$ cat config.mk
export PLATFORM = sky130hd
export DESIGN_NAME = tfc_top
export DESIGN_NICKNAME = d
export VERILOG_FILES = /design/src/tfc_pkg.sv /design/src/tfc_pins_if.sv /design/src/tfc_top.sv /design/src/tfc_pin_sync.sv
export VERILOG_INCLUDE_DIRS = /design/src
export SDC_FILE = /design/constraint.sdc
export NUM_CORES = 1
export LEC_CHECK = 0
export ABC_AREA = 1
export BUFFER_PORTS_ARGS = -buffer_cell sky130_fd_sc_hd__clkbuf_2
export CAP_MARGIN = 25
export CORE_ASPECT_RATIO = 1.75
export CORE_UTILIZATION = 55
export CTS_BUF_LIST = sky130_fd_sc_hd__clkbuf_16
export CTS_CLUSTER_SIZE = 10
export DETAILED_ROUTE_END_ITERATION = 7
export PLACE_DENSITY = 0.81
export SLEW_MARGIN = 20
export SYNTH_ARGS = -nofsm -noshare
export SYNTH_HDL_FRONTEND = slang
export SYNTH_SLANG_ARGS = --single-unit
$ cat constraint.sdc
create_clock -name clk_i -period 7 [get_ports clk_i]
set_clock_uncertainty 0.15 [all_clocks]
set_input_delay 1.05 -clock clk_i [delete_from_list [all_inputs] [get_ports clk_i]]
set_output_delay 1.05 -clock clk_i [all_outputs]
set_load 0.05 [all_outputs]
$ cat src/tfc_params.svh
// constants for the three-wire filter configuration port
// assumes inclusion by bare name from any design file that needs it
`ifndef TFC_PARAMS_SVH
`define TFC_PARAMS_SVH

// serial word layout
`define TFC_WORD_W 8
`define TFC_DATA_W 6
`define TFC_ADDR_HI 7
`define TFC_ADDR_LO 6
`define TFC_DATA_HI 5

// first frequency word: low step bits and chord select
`define TFC_FA_STEP_HI 5
`define TFC_FA_STEP_LO 3
`define TFC_FA_CHORD_HI 2
`define TFC_FA_CHORD_LO 0

// second frequency word: high step bits and oscillator test bit
`define TFC_FB_STEP_HI 3
`define TFC_FB_STEP_LO 0
`define TFC_FB_OSC_BIT 5

// holding register value after rst_i (same as an all-zero word)
`define TFC_HOLD_RST 6'h00

// gain decode: 0.5 dB per code, 3 dB coarse step, 20.5 dB ceiling
`define TFC_FINE_PER_COARSE 6'h06
`define TFC_GAIN_MAX_CODE 6'h29

// synchroniser depth for pin inputs
`define TFC_SYNC_STAGES 2

`endif

$ cat src/tfc_pkg.sv
// types shared by the filter configuration port modules
// assumes nothing beyond a SystemVerilog compiler
package tfc_pkg;

  // address code carried in the two top bits of each word
  typedef enum logic [1:0] {
    TFC_ADDR_FREQ_A = 2'h0,
    TFC_ADDR_FREQ_B = 2'h1,
    TFC_ADDR_UNDEF = 2'h2,
    TFC_ADDR_GAIN = 2'h3
  } tfc_addr_t;

  // one holding register
  typedef logic [5:0] tfc_hold_t;

endpackage

$ cat src/tfc_pins_if.sv
// carrier between the pin synchroniser and the port core
// assumes both ends run on the same clk_i
interface tfc_pins_if;
  logic sclk_rise; // one-cycle pulse per rising serial clock edge
  logic din; // synchronised serial data level
  logic en; // synchronised load enable level
  logic en_fall; // one-cycle pulse per falling load enable edge

  // synchroniser side
  modport drv (
    output sclk_rise,
    output din,
    output en,
    output en_fall
  );

  // consumer side
  modport core (
    input sclk_rise,
    input din,
    input en,
    input en_fall
  );
endinterface

$ cat src/tfc_top.sv
// three-wire write-only configuration port for a dual low-pass filter
// assumes a host drives serial clock, data and enable asynchronously
`include "tfc_params.svh"

// How it works
// - sample data on rising serial clock while enabled
// - top two bits address the holding register
// - enable fall copies six low bits over
// - three 6-bit holding registers from one shifter
// - cutoff setting is one 10-bit word
// - gain splits into 3 dB and 0.5 dB steps
// - codes 00, 01, 11 pick A, B, gain
// - word A holds step low bits, chord
// - word B holds step high bits, osc test
// - gain code decodes 0 to 20.5 dB
module tfc_top (
  // clock, reset, enable
  input wire logic clk_i,
  input wire logic rst_i,
  input wire logic ce_i,
  // serial pins
  input wire logic ser_clk_i,
  input wire logic ser_din_i,
  input wire logic ser_load_en_i,
  // frequency setting
  output logic [9:0] cutoff_word_o,
  output logic [2:0] chord_sel_o,
  output logic [6:0] step_sel_o,
  output logic osc_test_en_o,
  // gain setting
  output logic [5:0] gain_code_o,
  output logic [5:0] gain_half_db_o,
  output logic [2:0] gain_coarse_o,
  output logic [2:0] gain_fine_o,
  // word status
  output logic word_done_o,
  output logic word_len_err_o
);

  tfc_pins_if pins ();

  logic [`TFC_WORD_W-1:0] shift_q; // serial-in parallel-out register
  logic [3:0] bit_cnt_q; // bits seen this frame, saturating
  tfc_pkg::tfc_hold_t freq_a_q; // first frequency word
  tfc_pkg::tfc_hold_t freq_b_q; // second frequency word
  tfc_pkg::tfc_hold_t gain_q; // gain word
  tfc_pkg::tfc_addr_t addr; // decoded address of the shifted word
  tfc_pkg::tfc_hold_t data; // payload of the shifted word
  logic [5:0] gain_clamp; // gain code limited to the top step
  logic [5:0] half_db_q; // registered gain in 0.5 dB units
  logic [2:0] coarse_q; // registered count of 3 dB steps
  logic [2:0] fine_q; // registered count of 0.5 dB steps
  logic done_q; // one-cycle word complete pulse
  logic len_err_q; // last word was not exactly eight bits

  // pin synchroniser
  tfc_pin_sync #(
    .STAGES(`TFC_SYNC_STAGES)
  ) u_sync (
    .clk_i(clk_i),
    .rst_i(rst_i),
    .ce_i(ce_i),
    .ser_clk_i(ser_clk_i),
    .ser_din_i(ser_din_i),
    .ser_load_en_i(ser_load_en_i),
    .pins(pins)
  );

  // address and payload slices of the shifter
  assign addr = tfc_pkg::tfc_addr_t'(shift_q[`TFC_ADDR_HI:`TFC_ADDR_LO]);
  assign data = shift_q[`TFC_DATA_HI:0];

  // shifter: msb arrives first, so shift toward the top
  always_ff @(posedge clk_i) begin
    if (rst_i) begin
      shift_q <= '0;
    end else if (ce_i && pins.en && pins.sclk_rise) begin
      shift_q <= {shift_q[`TFC_WORD_W-2:0], pins.din};
    end
  end

  // bit counter, restarted when each frame ends
  always_ff @(posedge clk_i) begin
    if (rst_i) begin
      bit_cnt_q <= '0;
    end else if (ce_i) begin
      if (pins.en_fall) begin
        bit_cnt_q <= '0;
      end else if (pins.en && pins.sclk_rise && bit_cnt_q != 4'hf) begin
        bit_cnt_q <= bit_cnt_q + 4'h1;
      end
    end
  end

  // holding registers; rst_i gives the all-zero word the host
  // would otherwise have to send first, but the host must still
  // program all three since a real part powers up undefined
  always_ff @(posedge clk_i) begin
    if (rst_i) begin
      freq_a_q <= `TFC_HOLD_RST;
      freq_b_q <= `TFC_HOLD_RST;
      gain_q <= `TFC_HOLD_RST;
    end else if (ce_i && pins.en_fall) begin
      unique case (addr)
        tfc_pkg::TFC_ADDR_FREQ_A: freq_a_q <= data;
        tfc_pkg::TFC_ADDR_FREQ_B: freq_b_q <= data;
        tfc_pkg::TFC_ADDR_GAIN: gain_q <= data;
        tfc_pkg::TFC_ADDR_UNDEF: begin
          // undefined code: leave every register alone
        end
      endcase
    end
  end

  // frame status: done pulse and length check
  always_ff @(posedge clk_i) begin
    if (rst_i) begin
      done_q <= 1'b0;
      len_err_q <= 1'b0;
    end else if (ce_i) begin
      done_q <= pins.en_fall;
      if (pins.en_fall) begin
        len_err_q <= (bit_cnt_q != 4'(`TFC_WORD_W));
      end
    end
  end

  // codes above the top step would exceed the gain range, so clamp
  assign gain_clamp = (gain_q > `TFC_GAIN_MAX_CODE) ?
                      `TFC_GAIN_MAX_CODE : gain_q;

  // gain decode into coarse 3 dB and fine 0.5 dB steps
  always_ff @(posedge clk_i) begin
    if (rst_i) begin
      half_db_q <= '0;
      coarse_q <= '0;
      fine_q <= '0;
    end else if (ce_i) begin
      half_db_q <= gain_clamp;
      coarse_q <= 3'(gain_clamp / `TFC_FINE_PER_COARSE);
      fine_q <= 3'(gain_clamp % `TFC_FINE_PER_COARSE);
    end
  end

  // field mapping of the frequency words; bit 4 of word B unused
  assign chord_sel_o = freq_a_q[`TFC_FA_CHORD_HI:`TFC_FA_CHORD_LO];
  assign step_sel_o = {freq_b_q[`TFC_FB_STEP_HI:`TFC_FB_STEP_LO],
                       freq_a_q[`TFC_FA_STEP_HI:`TFC_FA_STEP_LO]};
  assign osc_test_en_o = freq_b_q[`TFC_FB_OSC_BIT];
  assign cutoff_word_o = {chord_sel_o, step_sel_o};
  assign gain_code_o = gain_q;
  assign gain_half_db_o = half_db_q;
  assign gain_coarse_o = coarse_q;
  assign gain_fine_o = fine_q;
  assign word_done_o = done_q;
  assign word_len_err_o = len_err_q;
endmodule

$ cat src/tfc_pin_sync.sv
// pin synchroniser and edge finder for the three serial pins
// assumes pins are asynchronous to clk_i and slower than clk_i / 4
`include "tfc_params.svh"

module tfc_pin_sync #(
  parameter int STAGES = `TFC_SYNC_STAGES
) (
  // clock, reset, enable
  input wire logic clk_i,
  input wire logic rst_i,
  input wire logic ce_i,
  // raw pins
  input wire logic ser_clk_i,
  input wire logic ser_din_i,
  input wire logic ser_load_en_i,
  // synchronised view
  tfc_pins_if.drv pins
);

  // refuse a chain too short to settle metastability
  if (STAGES < 2) begin : g_bad_depth
    $error("tfc_pin_sync: STAGES must be at least 2");
  end

  localparam int NPIN = 3;

  logic [NPIN-1:0] raw; // bit 0 clock, bit 1 data, bit 2 enable
  logic [STAGES-1:0][NPIN-1:0] stg_q; // chain, index 0 is first flop
  logic [NPIN-1:0] last_q; // previous settled value for edge finding

  assign raw = {ser_load_en_i, ser_din_i, ser_clk_i};

  // synchroniser chain; only stage 1 reads stage 0
  always_ff @(posedge clk_i) begin
    if (rst_i) begin
      stg_q <= '0;
    end else if (ce_i) begin
      stg_q <= {stg_q[STAGES-2:0], raw};
    end
  end

  // history for edge detection, taken from the settled stage only
  always_ff @(posedge clk_i) begin
    if (rst_i) begin
      last_q <= '0;
    end else if (ce_i) begin
      last_q <= stg_q[STAGES-1];
    end
  end

  // edges are gated by ce_i so a frozen block sees no phantom event
  assign pins.sclk_rise = ce_i & stg_q[STAGES-1][0] & ~last_q[0];
  assign pins.din = stg_q[STAGES-1][1];
  assign pins.en = stg_q[STAGES-1][2];
  assign pins.en_fall = ce_i & ~stg_q[STAGES-1][2] & last_q[2];

endmodule

==> reports/results.txt <==
PD cells: 249.4 nW/µm²
worst hold path endpoint: word_done_o
Worst Max-Slew Pin Slew: 0.9232 ns
status: complete, no violations
layout cells sized above 1: 22.15%
Slew Limit Fails: 0
# rows: 29
Top Ports: 47
clock insertion delay at the later pin of the skew report: 0.29 ns
Int Power: 473.2 µW
worst path required time: 7.01 ns
Post-Syn Nets: 303
vias: 1,919
final setup fails: 0
Max-Cap Viols: 0
r2r startpoint: gain_code_o[4]
synth warn: 0
Worst-path clk slew: 0.06 ns
Rel. slew slack: 38.38%
DP Wirelength: 3093 µm
die width: 49.52 µm
GPL Wtd Cong: 0.7739
CP Launch Type: primary input
Post-CTS Setup Bufs: 0
Switch Pwr: 149.7 µW
Buffers on Ports: 46
Final Hold Vio Count: 0
minimum clock period: 2.752 ns
sw frac: 24.03%
Reg power frac: 48.0%
post-synthesis register bit count: 50
H-tree Lvls: 2
Post-Route Setup TNS: 0 ns
# DRC: 0
CTS root buf: clkbuf_16
Die Y: 85.16 µm
number of global-route vias before repair: 1,833
CP Capture Type: register
largest net degree at the start of global routing: 42
total gr overflow: 0
CTS tree: done
first-pass GRT wire length: 7769 µm
Worst Reg2Reg Path Length in Cells: 19
HP Class: reg -> reg
wire per inst: 12.14 µm
Antenna Cells: 0
Routed WL: 4505 µm
initial antenna violation count: 0
WHS Path Cells: 2
Layout area overhead: 14.91%
CTS Buf Count: 5
f_max: 363.4 MHz
number of fillers in the final layout: 331
RSZ-0062 raised after global routing: no
die area: 4217 µm²
register area share after synthesis: 46.06%
Via density: 5.173
cts hold-fix bufs: 0
post-cts resize count: 0
nets: 334
drt initial violations: 32
worst path arrival time: 2.76 ns
worst setup path class: in -> reg
Post-Synthesis Cell Area: 2173 µm²
Cell Count, Final, Fillers Out: 371
Synth Instances: 293
Comb power frac: 9.1%
multi-input logic area: 942.2 µm²
core footprint: 3701 µm²
Unique masters post-synth: 25
ANT nets after route: 0
min-delay src: word_done_o
Tot GR Track Use: 23.68%
FF-to-FF setup slack: 4.45 ns
LEAKAGE: 1.211 nW
Peak VDD IR: 0.2585 mV
Max clock buf depth: 2
worst-path fanout max: 29
Placed Cells incl. Taps: 363
fin crit share: 39.31%
worst flop-to-flop path endpoint: gain_fine_o[1]
1st-pass router iterations: 5
Initial Util: 58.72%
clock sink total: 50
Syn Area/Cell: 7.418 µm²
register area: 1001 µm²
Clock power frac: 42.9%
[critical path, stage by stage]
cell,delay [ns]
clkbuf_2,0.40
inv_2,0.18
nor2_1,0.17
nand2_1,0.16
inv_1,0.15
nand3_1,0.29
o21ai_0,0.28
a21oi_1,0.07
[stage by stage]
| stage | utilization, % | cell area [µm²] | setup WS [ns] | total power, mW | hold WS (ns) |
|---|---|---|---|---|---|
| 2_1_floorplan | - | 2173 | 4.369 | 0.3518 | 0.2915 |
| 3_3_place_gp | 63.02 | 2332 | 4.063 | 0.3606 | 0.3000 |
| 3_5_place_dp | 63.02 | 2332 | 4.023 | 0.3613 | 0.3076 |
| 4_1_cts | 67.48 | 2497 | 4.244 | 0.6268 | 0.3246 |
| 5_1_grt | 67.48 | 2497 | 3.892 | 0.6428 | 0.3569 |
| 6_report | 67.48 | 2497 | 4.248 | 0.6229 | 0.3212 |
[power groups by stage]
stage                     clock (mW)  combinational (mW)  sequential, mW
after floorplan                    0              0.0295           0.322
after global placement             0              0.0557           0.305
after detailed placement           0              0.0562           0.305
after CTS                      0.271              0.0569           0.299
after global routing           0.281              0.0623           0.300
final                          0.267              0.0567           0.299
[worst max path at each step]
stage / startpoint / to / depth (start not counted)
2_1_floorplan: gain_code_o[4] / gain_fine_o[1] / 19
3_3_place_gp: ce_i / bit_cnt_q[3] / 9
3_5_place_dp: ce_i / gain_code_o[0] / 8
4_1_cts: ce_i / gain_code_o[3] / 8
5_1_grt: ce_i / gain_code_o[4] / 8
6_report: ce_i / gain_code_o[3] / 8
[area by class of cell]
class / count / share of cell area (%)
Tap cell: 46 / 2.305
Clock buffer: 5 / 5.010
Inverter: 27 / 4.058
Sequential cell: 50 / 40.08
Timing Repair Buffer: 46 / 9.218
Clock inverter: 3 / 1.603
Multi-Input combinational cell: 194 / 37.73
[cells by family after synthesis]
kind of cell	after synthesis	synth area share, %
AO/OA/AOI/OAI	70	17.21
adder cells (fa/ha/maj)	4	2.303
buffers and inverters	49	10.59
flip-flops	50	46.06
AND/OR/NAND/NOR	120	23.83
[metal layers]
layer | routed length, µm | vias up | global-route usage [%]
met2 | 2471 | 43 | 43.61
met3 | 147 | 8 | 3.763
li1 | - | 1000 | -
met5 | 0 | - | 0
met1 | 1802 | 868 | 25.20
met4 | 82 | 0 | 11.69
[layout by cell type, fill, tap and decap left out, types with 2 or more instances in the layout]
cell       netlist  final
a21oi_1         21     21
clkbuf_16        0      5
clkbuf_2         0     46
clkinv_2         0      2
dfxtp_1         50     50
ha_1             4      4
inv_1           23     23
inv_2            4      4
nand2_1         29     29
nand2_2          4      4
nand3_1         12     12
nand3b_1         2      2
nor2_1          62     62
nor2_2           4      4
nor3_1           3      3
nor3_2           2      2
o21ai_0         43     43
[flip-flops by register name, indices dropped and copies added (netlist names)]
name / cells
u_sync.stg_q: 4
gain_half_db_o: 6
gain_coarse_o: 3
u_sync.pins.din: 1
u_sync.last_q: 2
u_sync.pins.en: 1
freq_a_q: 6
gain_fine_o: 2
word_len_err_o: 1
gain_code_o: 6
shift_q: 8
word_done_o: 1
bit_cnt_q: 4
freq_b_q: 5
[synthesized netlist by cell type]
cell type / number / share of area [%]
o21ai_1: 1 / 0.23
a41oi_1: 1 / 0.40
buf_2: 4 / 0.92
inv_2: 4 / 0.69
nand2_1: 29 / 5.0
ha_1: 4 / 2.3
nand3b_1: 2 / 0.69
nand2_2: 4 / 1.2
o21ai_2: 1 / 0.40
a21oi_1: 21 / 4.8
o21ai_0: 43 / 9.9
inv_1: 23 / 4.0
buf_4: 11 / 3.8
clkbuf_1: 7 / 1.2
nor3_1: 3 / 0.69
and3_1: 1 / 0.29
a21oi_4: 1 / 0.75
dfxtp_1: 50 / 46
a31oi_1: 1 / 0.29
nand3_2: 1 / 0.46
nor2_1: 62 / 11
nor3_2: 2 / 0.92
a21oi_2: 1 / 0.40
nand3_1: 12 / 2.8
nor2_2: 4 / 1.2
(Power assumes the default switching activity.)
